<file path="src/rtl/cfg_pkg.sv">
// package with constants and types for the counter configuration block
// Overview of operation
// RL1: reset loads every configuration register bit with one.
// RL2: map select zero shows accumulator at address 01h, one shows the counter.
// RL3: map select may be cleared only when configuration_word_a extend enable is zero.
// RL4: interrupt disable zero lets counter rollover request an interrupt; one blocks it. Code gates only rollover_irq_out, not irq_out.
// RL5: interrupt disable may be cleared only when configuration_word_a extend enable is zero.
// RL6: source select zero counts instruction cycles; one counts external pin edges.
// RL7: polarity one counts falling edges, zero counts rising edges.
// RL8: assign zero puts divider before counter; watchdog runs undivided.
// RL9: assign one divides watchdog timeouts; counter takes every tick.
// RL10: counter divide factor is two to the power of field plus one.
// RL11: watchdog needs two to the power of field timeouts before reset.
// RL12: rollover interrupt entry waits three instruction cycles.
// RL13: instruction cycle is one clock in turbo, four in compatible mode.
// RL14: counter is eight bits, wraps to zero, rollover raised at wrap.
// RL15: external input is synchronised before edge detection.
package cfg_pkg;
  localparam int unsigned ADDR_W = 4;
  localparam logic [ADDR_W-1:0] OFS_CONFIG = 4'h0;
  localparam logic [ADDR_W-1:0] OFS_COUNTER = 4'h4;
  localparam logic [ADDR_W-1:0] OFS_STATUS = 4'h8;
  localparam logic [ADDR_W-1:0] OFS_MASK = 4'hC;
  localparam logic [7:0] CONFIG_RESET = 8'hFF;
  localparam logic [1:0] MASK_RESET = 2'h0;
  localparam int unsigned BIT_MAP = 7;
  localparam int unsigned BIT_IRQ_DIS = 6;
  localparam int unsigned BIT_SRC = 5;
  localparam int unsigned BIT_POL = 4;
  localparam int unsigned BIT_ASSIGN = 3;
  localparam logic [2:0] COMPAT_DIV_LAST = 3'h3;
  localparam int unsigned ENTRY_DELAY = 3;
  localparam int unsigned ST_ROLL = 0;
  localparam int unsigned ST_WDRST = 1;

  typedef struct packed {
    logic map_select;
    logic irq_disable;
    logic source_select;
    logic polarity;
    logic divider_assign;
    logic [2:0] factor;
  } config_s;

  typedef struct packed {
    logic [ADDR_W-1:0] address;
    logic read;
    logic write;
    logic [31:0] writedata;
  } av_req_s;
endpackage

</file>
<file path="src/rtl/counter_config.sv">
// counter, prescaler and configuration register with avalon slave
`timescale 1ns/1ps
module counter_config #(
  parameter int unsigned CNT_W = 8
) (
  input wire logic clk_in,
  input wire logic rst_in,
  input wire cfg_pkg::av_req_s av_in,
  output logic [31:0] readdata_out,
  output logic waitrequest_out,
  input wire logic configuration_word_a_extend_enable_in,
  input wire logic turbo_in,
  input wire logic count_pin_in,
  input wire logic wdt_timeout_in,
  input wire logic [7:0] accumulator_in,
  output logic map_select_out,
  output logic [7:0] file01_out,
  output logic wdt_reset_out,
  output logic rollover_irq_out,
  output logic irq_out
);
  import cfg_pkg::*;

  config_s cfg_reg;
  config_s cfg_next;
  logic [CNT_W-1:0] counter_reg;
  logic [7:0] presc_reg;
  logic [2:0] icyc_reg;
  logic [1:0] sync_reg;
  logic pin_prev_reg;
  logic [1:0] status_reg;
  logic [1:0] mask_reg;
  logic [31:0] rdata_reg;
  logic ack_reg;
  logic [1:0] entry_reg;
  logic entry_busy_reg;
  logic wdt_reset_reg;

  wire access = av_in.read | av_in.write;
  wire wr = av_in.write & ack_reg;
  // read data captured in the wait cycle so it stands at the completing edge
  wire rd = av_in.read & ~ack_reg;
  wire sel_cfg = av_in.address == OFS_CONFIG;
  wire sel_cnt = av_in.address == OFS_COUNTER;
  wire sel_st = av_in.address == OFS_STATUS;
  wire sel_mask = av_in.address == OFS_MASK;
  wire [7:0] wd8 = av_in.writedata[7:0];

  // instruction cycle enable [RL13]
  wire icyc_tick = turbo_in | (icyc_reg == COMPAT_DIV_LAST);
  // pin edge after synchroniser [RL15] [RL7]
  wire pin_s = sync_reg[1];
  wire pin_edge = cfg_reg.polarity ? (pin_prev_reg & ~pin_s) : (~pin_prev_reg & pin_s);
  // counter source [RL6]
  wire src_tick = cfg_reg.source_select ? pin_edge : icyc_tick;
  // divider mask: factor 2^(ps+1) for counter [RL10], 2^ps timeouts for watchdog [RL11]
  wire [7:0] cnt_lim = 8'(({1'b0, 8'hFF} >> (4'h7 - {1'b0, cfg_reg.factor})) );
  wire [7:0] wdt_lim = 8'(cnt_lim >> 1);
  wire presc_wrap_cnt = (presc_reg & cnt_lim) == cnt_lim;
  wire presc_wrap_wdt = (presc_reg & wdt_lim) == wdt_lim;
  // prescaler placement [RL8] [RL9]
  wire cnt_tick = cfg_reg.divider_assign ? src_tick : (src_tick & presc_wrap_cnt);
  wire presc_in = cfg_reg.divider_assign ? wdt_timeout_in : src_tick;
  wire wdt_fire = cfg_reg.divider_assign ? (wdt_timeout_in & presc_wrap_wdt) : wdt_timeout_in;
  wire cnt_max = counter_reg == {CNT_W{1'b1}};
  wire rollover = cnt_tick & cnt_max; // [RL14]
  wire cnt_wr = wr & sel_cnt;

  // writes that clear protected bits need configuration_word_a extend enable low [RL3] [RL5]
  always_comb begin
    cfg_next = cfg_reg;
    if (wr && sel_cfg) begin
      cfg_next = config_s'(wd8);
      if (configuration_word_a_extend_enable_in) begin
        cfg_next.map_select = 1'b1;
        cfg_next.irq_disable = 1'b1;
      end
    end
  end

  wire [1:0] events = {wdt_fire, rollover};
  wire [1:0] st_clear = (wr && sel_st) ? av_in.writedata[1:0] : 2'h0;
  wire [1:0] st_next = (status_reg & ~st_clear) | events;

  wire [31:0] rmux = sel_cfg ? {24'h0, cfg_reg} :
                     sel_cnt ? 32'(counter_reg) :
                     sel_st ? {30'h0, status_reg} :
                     sel_mask ? {30'h0, mask_reg} : 32'h0;

  always_ff @(posedge clk_in or posedge rst_in) begin
    if (rst_in) begin
      cfg_reg <= config_s'(CONFIG_RESET); // [RL1]
      icyc_reg <= 3'h0;
      sync_reg <= 2'h0;
      pin_prev_reg <= 1'b0;
      status_reg <= 2'h0;
      mask_reg <= MASK_RESET;
      rdata_reg <= 32'h0;
      ack_reg <= 1'b0;
    end else begin
      cfg_reg <= cfg_next;
      icyc_reg <= icyc_tick ? 3'h0 : icyc_reg + 3'h1;
      sync_reg <= {sync_reg[0], count_pin_in};
      pin_prev_reg <= pin_s;
      status_reg <= st_next;
      if (wr && sel_mask) mask_reg <= av_in.writedata[1:0];
      ack_reg <= access & ~ack_reg;
      if (rd) rdata_reg <= rmux;
    end
  end

  always_ff @(posedge clk_in or posedge rst_in) begin
    if (rst_in) begin
      counter_reg <= '0;
      presc_reg <= 8'h0;
    end else begin
      if (cnt_wr) counter_reg <= CNT_W'(wd8);
      else if (cnt_tick) counter_reg <= counter_reg + 1'b1; // [RL14]
      if (cfg_reg.divider_assign ? wdt_fire : cnt_tick) presc_reg <= 8'h0;
      else if (presc_in) presc_reg <= presc_reg + 8'h1;
    end
  end

  // rollover interrupt entry delay in instruction cycles [RL4] [RL12]
  wire roll_req = rollover & ~cfg_reg.irq_disable;
  always_ff @(posedge clk_in or posedge rst_in) begin
    if (rst_in) begin
      entry_reg <= 2'h0;
      entry_busy_reg <= 1'b0;
      wdt_reset_reg <= 1'b0;
    end else begin
      wdt_reset_reg <= wdt_fire; // [RL9]
      if (roll_req && !entry_busy_reg) begin
        entry_busy_reg <= 1'b1;
        entry_reg <= 2'h0;
      end else if (entry_busy_reg && icyc_tick) begin
        if (entry_reg == 2'(ENTRY_DELAY - 1)) entry_busy_reg <= 1'b0;
        else entry_reg <= entry_reg + 2'h1;
      end
    end
  end

  // file address 01h selection [RL2]
  always_comb begin
    file01_out = cfg_reg.map_select ? 8'(counter_reg) : accumulator_in;
  end

  assign map_select_out = cfg_reg.map_select;
  assign waitrequest_out = ~ack_reg;
  assign readdata_out = rdata_reg;
  assign wdt_reset_out = wdt_reset_reg;
  assign rollover_irq_out = entry_busy_reg && icyc_tick &&
                            entry_reg == 2'(ENTRY_DELAY - 1); // [RL12]
  assign irq_out = |(status_reg & mask_reg);

  a_cfg_reset_ones: assert property (@(posedge clk_in) $fell(rst_in) |-> cfg_reg == CONFIG_RESET)
    else $error("config not all ones after reset"); // [RL1]
  a_map_file01: assert property (@(posedge clk_in) disable iff (rst_in)
    !map_select_out |-> file01_out == accumulator_in)
    else $error("file 01h not accumulator"); // [RL2]
  a_map_protect: assert property (@(posedge clk_in) disable iff (rst_in)
    configuration_word_a_extend_enable_in && cfg_reg.map_select |=> cfg_reg.map_select)
    else $error("map select cleared while locked"); // [RL3]
  a_irq_protect: assert property (@(posedge clk_in) disable iff (rst_in)
    configuration_word_a_extend_enable_in && cfg_reg.irq_disable |=> cfg_reg.irq_disable)
    else $error("irq disable cleared while locked"); // [RL5]
  a_roll_status: assert property (@(posedge clk_in) disable iff (rst_in)
    rollover |=> status_reg[ST_ROLL] && counter_reg == '0)
    else $error("rollover not flagged"); // [RL14]
  a_irq_suppress: assert property (@(posedge clk_in) disable iff (rst_in)
    cfg_reg.irq_disable && !entry_busy_reg |=> !rollover_irq_out)
    else $error("rollover irq while disabled"); // [RL4]
  a_turbo_entry: assert property (@(posedge clk_in) disable iff (rst_in)
    turbo_in && roll_req && !entry_busy_reg ##1 turbo_in [*3] |-> rollover_irq_out)
    else $error("entry delay wrong"); // [RL12]
  a_ext_edge: assert property (@(posedge clk_in) disable iff (rst_in)
    cfg_reg.source_select && cfg_reg.divider_assign && !cnt_wr && !pin_edge
    |=> $stable(counter_reg))
    else $error("counter moved without edge"); // [RL6]
  a_wdt_direct: assert property (@(posedge clk_in) disable iff (rst_in)
    !cfg_reg.divider_assign && wdt_timeout_in |=> wdt_reset_out)
    else $error("watchdog not undivided"); // [RL8]
  a_compat_tick: assert property (@(posedge clk_in) disable iff (rst_in)
    !turbo_in && icyc_tick ##1 !turbo_in |-> !icyc_tick)
    else $error("compatible tick too fast"); // [RL13]

  a_bus_wait_one: assert property (@(posedge clk_in) disable iff (rst_in)
    (av_in.read || av_in.write) && waitrequest_out |=> !waitrequest_out)
    else $error("no answer after one wait cycle");
  a_bus_idle_wait: assert property (@(posedge clk_in) disable iff (rst_in)
    !(av_in.read || av_in.write) |=> waitrequest_out)
    else $error("answer without request");
  a_bus_ack_drop: assert property (@(posedge clk_in) disable iff (rst_in)
    !waitrequest_out |=> waitrequest_out)
    else $error("answer longer than one cycle");
  a_rdata_hold: assert property (@(posedge clk_in) disable iff (rst_in)
    !(av_in.read && waitrequest_out) |=> $stable(readdata_out))
    else $error("read data moved without read");
  a_rdata_cfg: assert property (@(posedge clk_in) disable iff (rst_in)
    av_in.read && waitrequest_out && sel_cfg |=> readdata_out == {24'h0, $past(cfg_reg)})
    else $error("config read data wrong");
  a_rdata_unmapped: assert property (@(posedge clk_in) disable iff (rst_in)
    av_in.read && waitrequest_out && !(sel_cfg || sel_cnt || sel_st || sel_mask)
    |=> readdata_out == 32'h0)
    else $error("unmapped read not zero");

  a_cfg_write_open: assert property (@(posedge clk_in) disable iff (rst_in) // [RL3] [RL5]
    wr && sel_cfg && !configuration_word_a_extend_enable_in |=> cfg_reg == $past(wd8))
    else $error("open config write lost");
  a_cfg_write_lock: assert property (@(posedge clk_in) disable iff (rst_in) // [RL3] [RL5]
    wr && sel_cfg && configuration_word_a_extend_enable_in |=> cfg_reg.map_select && cfg_reg.irq_disable
    && cfg_reg[BIT_SRC:0] == $past(wd8[BIT_SRC:0]))
    else $error("locked config write wrong");
  a_cfg_no_write: assert property (@(posedge clk_in) disable iff (rst_in)
    !(wr && sel_cfg) |=> $stable(cfg_reg))
    else $error("config moved without write");
  a_mask_no_write: assert property (@(posedge clk_in) disable iff (rst_in)
    !(wr && sel_mask) |=> $stable(mask_reg))
    else $error("mask moved without write");
  a_file01_counter: assert property (@(posedge clk_in) disable iff (rst_in) // [RL2]
    map_select_out |-> file01_out == counter_reg)
    else $error("file 01h not counter");

  a_cnt_write: assert property (@(posedge clk_in) disable iff (rst_in)
    cnt_wr |=> counter_reg == $past(wd8))
    else $error("counter write lost");
  a_counter_idle: assert property (@(posedge clk_in) disable iff (rst_in) // [RL14]
    !cnt_tick && !cnt_wr |=> $stable(counter_reg))
    else $error("counter moved without tick");
  a_cnt_wrap: assert property (@(posedge clk_in) disable iff (rst_in) // [RL14]
    cnt_tick && cnt_max && !cnt_wr |=> counter_reg == '0)
    else $error("counter did not wrap to zero");
  a_src_pin_hold: assert property (@(posedge clk_in) disable iff (rst_in) // [RL6]
    cfg_reg.source_select && !pin_edge && !cnt_wr |=> $stable(counter_reg))
    else $error("pin source counted without edge");
  a_rise_count: assert property (@(posedge clk_in) disable iff (rst_in) // [RL7] [RL15]
    cfg_reg.source_select && cfg_reg.divider_assign && !cfg_reg.polarity && !cnt_wr
    && $rose(pin_s) |=> counter_reg == $past(counter_reg) + 1'b1)
    else $error("rising edge not counted");
  a_fall_count: assert property (@(posedge clk_in) disable iff (rst_in) // [RL7] [RL15]
    cfg_reg.source_select && cfg_reg.divider_assign && cfg_reg.polarity && !cnt_wr
    && $fell(pin_s) |=> counter_reg == $past(counter_reg) + 1'b1)
    else $error("falling edge not counted");
  a_rise_ignored: assert property (@(posedge clk_in) disable iff (rst_in) // [RL7]
    cfg_reg.source_select && cfg_reg.polarity && !$fell(pin_s) && !cnt_wr
    |=> $stable(counter_reg))
    else $error("wrong edge counted");
  a_cycle_count: assert property (@(posedge clk_in) disable iff (rst_in) // [RL6] [RL9]
    !cfg_reg.source_select && cfg_reg.divider_assign && icyc_tick && !cnt_wr
    |=> counter_reg == $past(counter_reg) + 1'b1)
    else $error("instruction cycle not counted");
  a_cycle_hold: assert property (@(posedge clk_in) disable iff (rst_in) // [RL13]
    !cfg_reg.source_select && !icyc_tick && !cnt_wr |=> $stable(counter_reg))
    else $error("counted between instruction cycles");
  a_turbo_tick: assert property (@(posedge clk_in) disable iff (rst_in) // [RL13]
    turbo_in |-> icyc_tick)
    else $error("turbo cycle not every clock");

  a_presc_gate: assert property (@(posedge clk_in) disable iff (rst_in) // [RL8] [RL10]
    !cfg_reg.divider_assign && !presc_wrap_cnt && !cnt_wr |=> $stable(counter_reg))
    else $error("counter bypassed divider");
  a_presc_restart: assert property (@(posedge clk_in) disable iff (rst_in) // [RL10]
    !cfg_reg.divider_assign && cnt_tick |=> presc_reg == 8'h0)
    else $error("divider not restarted");
  a_wdt_idle: assert property (@(posedge clk_in) disable iff (rst_in) // [RL8] [RL9]
    !wdt_timeout_in |=> !wdt_reset_out)
    else $error("watchdog reset without timeout");
  a_wdt_presc_clear: assert property (@(posedge clk_in) disable iff (rst_in) // [RL11]
    cfg_reg.divider_assign && wdt_fire |=> presc_reg == 8'h0)
    else $error("timeout count not restarted");
  a_wdt_presc_hold: assert property (@(posedge clk_in) disable iff (rst_in) // [RL9]
    cfg_reg.divider_assign && !wdt_timeout_in |=> $stable(presc_reg))
    else $error("timeout count moved");

  a_roll_needs_max: assert property (@(posedge clk_in) disable iff (rst_in) // [RL14]
    !cnt_max |=> !status_reg[ST_ROLL] || $past(status_reg[ST_ROLL]))
    else $error("rollover flag without wrap");
  a_wdt_status: assert property (@(posedge clk_in) disable iff (rst_in)
    wdt_fire |=> status_reg[ST_WDRST])
    else $error("watchdog reset not flagged");
  a_status_clear: assert property (@(posedge clk_in) disable iff (rst_in)
    wr && sel_st && av_in.writedata[ST_ROLL] && !rollover |=> !status_reg[ST_ROLL])
    else $error("rollover flag not cleared");
  a_irq_level_on: assert property (@(posedge clk_in) disable iff (rst_in)
    status_reg[ST_ROLL] && mask_reg[ST_ROLL] |-> irq_out)
    else $error("unmasked flag without irq");
  a_irq_level_off: assert property (@(posedge clk_in) disable iff (rst_in)
    status_reg == 2'h0 |-> !irq_out)
    else $error("irq without flag");
  a_entry_start: assert property (@(posedge clk_in) disable iff (rst_in) // [RL4]
    roll_req && !entry_busy_reg |=> entry_busy_reg)
    else $error("enabled rollover not taken");
  a_entry_single: assert property (@(posedge clk_in) disable iff (rst_in) // [RL12]
    rollover_irq_out |=> !rollover_irq_out)
    else $error("entry pulse too long");
  a_entry_compat: assert property (@(posedge clk_in) disable iff (rst_in) // [RL12] [RL13]
    !turbo_in && !cfg_reg.source_select && roll_req && !entry_busy_reg
    ##1 !turbo_in [*8] ##1 !turbo_in [*4] |-> rollover_irq_out)
    else $error("compatible entry delay wrong");

  c_rollover: cover property (@(posedge clk_in) disable iff (rst_in) rollover_irq_out);
  c_wdt_reset: cover property (@(posedge clk_in) disable iff (rst_in)
    cfg_reg.divider_assign && wdt_reset_out);
  c_ext_count: cover property (@(posedge clk_in) disable iff (rst_in)
    cfg_reg.source_select && cnt_tick);
  c_compat_count: cover property (@(posedge clk_in) disable iff (rst_in)
    !turbo_in && cnt_tick);
  c_bus_read: cover property (@(posedge clk_in) disable iff (rst_in)
    av_in.read && !waitrequest_out);
endmodule

</file>
<file path="config.mk">
export PLATFORM = sky130hd
export DESIGN_NAME = counter_config
export DESIGN_NICKNAME = d
export VERILOG_FILES = /design/src/rtl/cfg_pkg.sv /design/src/rtl/counter_config.sv
export SDC_FILE = /design/constraint.sdc
export NUM_CORES = 1
export LEC_CHECK = 0
export ABC_AREA = 1
export BUFFER_PORTS_ARGS = -buffer_cell sky130_fd_sc_hd__buf_2
export CORE_AREA = 4 4 79 81
export DETAILED_ROUTE_END_ITERATION = 7
export DIE_AREA = 0 0 83 85
export GPL_ROUTABILITY_DRIVEN = 0
export PLACE_DENSITY = 0.84
export SYNTH_ARGS = -nofsm -noshare
export SYNTH_HDL_FRONTEND = slang
export SYNTH_SLANG_ARGS = --single-unit
</file>
<file path="constraint.sdc">
create_clock -name clk_in -period 3 [get_ports clk_in]
set_input_delay 0.3 -clock clk_in [delete_from_list [all_inputs] [get_ports clk_in]]
set_output_delay 0.3 -clock clk_in [all_outputs]
set_load 0.02 [all_outputs]
</file>
; Word level (Yosys, flattened, before mapping)
; Index checks and enable logic that the tools add are counted.
[op_classes]
reduce_logical = 15
mux = 24
addsub = 5
bitwise_logic = 22
shift = 1
n_eq_ne = 9
[ops]
columns = op, n
row1 = two-way mux 8 bit, 7
row2 = adder 8 x 1 -> 8 bit (second input constant), 2
row3 = two-way mux 2 bit, 7
row4 = AND 1 bit, 10
row5 = two-way mux 1 bit, 9
row6 = AND 8 x 7 -> 8 bit, 1
row7 = AND 8 bit, 1
row8 = equality test 4 bit (second input constant), 2
row9 = equality test 8 x 7 -> 1 bit, 1
row10 = equality test 8 bit, 1
row11 = equality test 8 bit (second input constant), 1
row12 = nonzero test 2 bit, 4
row13 = >> shifter 8 x 4 -> 8 bit (first input constant), 1
row14 = logical AND 1 bit, 6
row15 = AND 2 bit, 2
row16 = equality test 4 x 3 -> 1 bit (second input constant), 1
row17 = zero test 4 bit, 1
row18 = inverter 1 bit, 4
row19 = AND reduction 2 bit, 2
row20 = subtractor 3 x 3 -> 4 bit (first input constant), 1
row21 = adder 3 x 1 -> 3 bit (second input constant), 1
row22 = equality test 3 x 2 -> 1 bit (second input constant), 1
row23 = two-way mux 3 bit, 1
row24 = adder 2 x 1 -> 2 bit (second input constant), 1
row25 = 7 further kinds, 8
[word_totals]
in_bits = 52
out_inout_bits = 45
elab_cells = 94
regBits = 71

; Longest topological paths before layout
[depth]
word_depth = 11
mapped_depth = 12
ltp_nobuf = 11

; Least setup slack after synthesis
; No wires, ideal clock.
[synth_timing]
path_type = register -> output
startpoint = register cfg_reg, in the netlist map_select_out
endpoint = output port file01_out[7]
t_required_ps = 2700
arrival_time_ps = 1382
n_path_buf = 1
setup_slack_ps = 1318
stages_incl_launch_ff = 4
cell_sequence = dfstp_2 inv_1 clkbuf_1 o21ai_0
[synth_between]
elab_chain_len = 1
[synth_rtl]
columns = element, line
row1 = start: declaration, counter_config.sv:24  ; config_s cfg_reg;
row2 = start signal: assignment, counter_config.sv:92  ; cfg_reg <= config_s'(CONFIG_RESET);
row3 = start signal: assignment, counter_config.sv:101  ; cfg_reg <= cfg_next;
row4 = two-way mux 8 bit, counter_config.sv:145  ; file01_out = cfg_reg.map_select ? 8'(counter_reg) : accumulator_in;
row5 = end: declaration, counter_config.sv:17  ; output logic [7:0] file01_out,
; Every way passes these cells.

; Worst setup path after layout
[layout_timing]
startpoint = register icyc_reg[0]
endpoint = output port rollover_irq_out
[layout_between]
elab_chain_len = 4
[layout_rtl]
columns = element, line
row1 = start: declaration, counter_config.sv:28  ; logic [2:0] icyc_reg;
row2 = start signal: assignment, counter_config.sv:102  ; icyc_reg <= icyc_tick ? 3'h0 : icyc_reg + 3'h1;
row3 = equality test 3 x 2 -> 1 bit, counter_config.sv:50  ; wire icyc_tick = turbo_in | (icyc_reg == COMPAT_DIV_LAST);
row4 = OR 1 bit, counter_config.sv:50
row5 = logical AND 1 bit (2 in series), counter_config.sv:152  ; assign rollover_irq_out = entry_busy_reg && icyc_tick &&
row6 = end: declaration, counter_config.sv:19  ; output logic rollover_irq_out,
; Every way passes these cells.

==> flow_summary.toml <==
[global_route]
antenna_found_initial = 0
grt_first_pass_wirelength_mm = 11.1
grt_max_degree = 48
grt_use_total_pct = 18.9
grt_pass1_vias = 2478
grt.overflow.total = 0

[route]
vias_per_cell = 5.05
drc_errors = 0
num_vias = 2604
postRouteWirelength_mm = 6.36
antenna_left = 0
wl_per_cell_um = 12.3
drtIter0Drc = 99
dr.pass1.iters = 5

[clock_tree]
cts_root_buf = "clkbuf_8"
numCtsBuffers = 5
post_cts_buffers = 0
cts.sinks = 47
h-tree-depth = 2
cts_hold_buf = 0
cts_tree = "done"
clk_pin_slew_ns = 0.09
worstSkewPairLatency_ns = 0.30
cts_resized = 0
cts_max_path_buffers = 2

[place]
numPortBuffers = 48
dp_hpwl_mm = 4.91
dpl_cell_area_um2 = 3190

[critical_path]
worst-setup-path-type = "flop to output pin"
r2r_setup_slack_ns = 1.23
slowest_delay_ns = 0.39
crit_family = "simple AND/OR/NAND/NOR gates"
worstPathArrival_ns = 1.65
path_buf_inv = 1
cp_common_cell = "ha_1"
cp_slowest_cell = "dfrtp_1"
worstPathMaxFanout = 6
path_depth = 6
end_kind = "output pin"
r2r_cells = 10
startpoint_type = "flop"
crit_path_cell_trace = "ha_1 > ha_1 > or2_1 > nand2_1 > nor2_1 > buf_2"
cp_data_required_time_ns = 2.70

[logic_synthesis]
yosys_warnings = 0
ys_seq_area_share_pct = 39.6
netlist_instances = 397
synth-seq-cells = 47
syn_area_um2 = 3000
syn_area_per_cell_um2 = 7.55
synthDistinctLibCells = 36

[timing]
rsz0062_at_grt = "false"
setup_viol = 0
hold_viol_final = 0
finClkSkew_ns = 0.00935
tns_ns = 0
min_period_ns = 1.95
fin_crit_sh_pct = 65.1
drv_slew = 0
slew_headroom_pct = 37.2
max_freq_mhz = 512
tightestPinTransition_ns = 0.941

[die]
core-area_um2 = 5470
die-area_um2 = 7060
rows = 27
ios = 97
die_y_um = 85
fp.dieW_um = 83
start_util_pct = 54.7

[final_layout]
fillCellCount = 525
nets = 500
drive_gt1_share_pct = 19.8
final_util_pct = 59.8
antenna_cells = 0
postLayoutCellArea_um2 = 3270
area_delta_synth_final_pct = 9.19

[run_status]
status = "finished, final reports clean"

[pwr]
ir_drop_mv = 0.354
cellPowerDensity_nw_per_um2 = 692
total_power_mw = 2.26
p_leak_nw = 1.79

[worst_hold_path]
min_path_type = "input pin to flop"
hold_path_depth = 1

[flow_run]
drv_cap = 0
[power by group]
part | switching (mW) | internal (mW) | leakage, nW
logic | 0.630 | 0.313 | 1.16
registers | 0.144 | 0.797 | 0.591
clock network | 0.216 | 0.163 | 0.0412
total | 0.991 | 1.27 | 1.79
[placed cells by master, fill, tap and decap left out, types with 2 or more instances in the layout]
cell / synthesis / final
nand2_1: 115 / 115
inv_1: 50 / 49
buf_2: 4 / 48
dfrtp_1: 39 / 39
o21ai_0: 36 / 36
nand3_1: 27 / 27
conb_1: 1 / 24
nor2_1: 19 / 19
nand4_1: 11 / 11
dfstp_2: 8 / 8
o22ai_1: 6 / 6
nand2_2: 5 / 5
nand2_4: 5 / 5
nor3_1: 5 / 5
xor2_1: 5 / 5
ha_1: 5 / 5
clkbuf_8: 0 / 5
inv_2: 3 / 4
a21oi_1: 3 / 3
o211ai_1: 3 / 3
clkinv_2: 1 / 2
o21ai_1: 2 / 2
nor2_2: 2 / 2
nand2_8: 2 / 2
nor3_4: 2 / 2
o22a_1: 2 / 2
[stage by stage]
step	hold WS [ns]	setup WS (ns)	instances
after floorplan	0.331	1.32	420
after global placement	0.337	1.29	508
after detailed placement	0.349	1.24	508
after CTS	0.0869	1.01	516
after global routing	0.0769	0.889	516
final	0.0941	1.05	516
[layout make-up]
class | count | area, um2 | share of cell area [%]
clock buffers | 6 | 72.6 | 2.22
clock inverters | 2 | 12.5 | 0.383
inverters | 54 | 204 | 6.24
multi-input cells | 287 | 1470 | 44.8
flip-flops and latches | 47 | 1190 | 36.3
well taps | 72 | 90.1 | 2.75
repair buffers | 48 | 240 | 7.35
[metal layers]
| layer | vias up | wire length (um) | track usage [%] |
|---|---|---|---|
| met4 | 0 | 129 | 5.79 |
| met2 | 97 | 3060 | 32.5 |
| li1 | 1311 | - | - |
| met3 | 11 | 413 | 3.88 |
| met5 | - | 0 | 0 |
| met1 | 1185 | 2760 | 24.0 |
[cell families after synthesis]
| logic type | after synthesis | share of synthesized area [%] |
|---|---|---|
| AND/OR/NAND/NOR | 199 | 32.3 |
| buffers and inverters | 86 | 14.4 |
| AO/OA/AOI/OAI | 53 | 9.73 |
| flip-flops | 47 | 39.6 |
| XOR/XNOR | 6 | 1.75 |
| adder cells (fa/ha/maj) | 5 | 2.09 |
| other | 1 | 0.125 |
[worst register-to-register path: stages, from the launching register on]
cell	delay, ns
dfrtp_1	0.39
ha_1	0.20
ha_1	0.17
or2_1	0.30
nand2_2	0.11
nand2_4	0.09
nand2_4	0.09
nand2_4	0.09
inv_2	0.14
nand2_1	0.07
nand2_1	0.07
[cells in the mapped netlist, drive strengths merged]
cell | n | area (um2)
nor2 | 22 | 95.1
nand2 | 127 | 559
a21oi | 3 | 15.0
nand3 | 29 | 163
nand4 | 11 | 68.8
conb | 1 | 3.75
or2 | 1 | 6.26
clkbuf | 2 | 7.51
dfstp | 8 | 210
xnor2 | 1 | 8.76
o22a | 2 | 17.5
buf | 30 | 219
ha | 5 | 62.6
clkinv | 1 | 5.00
o21ai | 38 | 190
xor2 | 5 | 43.8
dfrtp | 39 | 976
inv | 53 | 199
a22o | 1 | 8.76
o22ai | 6 | 37.5
o211ai | 3 | 22.5
nor3 | 7 | 57.6
nand3b | 2 | 18.8
[worst paths after layout]
path | startpoint | to
min reg2reg | sync_reg[0] | sync_reg[1]
max | icyc_reg[0] | rollover_irq_out
max reg2reg | icyc_reg[0] | presc_reg[6]
max in group asynchronous | rst_in | presc_reg[7]
min in group asynchronous | rst_in | wdt_reset_out
min | count_pin_in | sync_reg[0]
No activity file was read; power rests on OpenSTA's default activity.
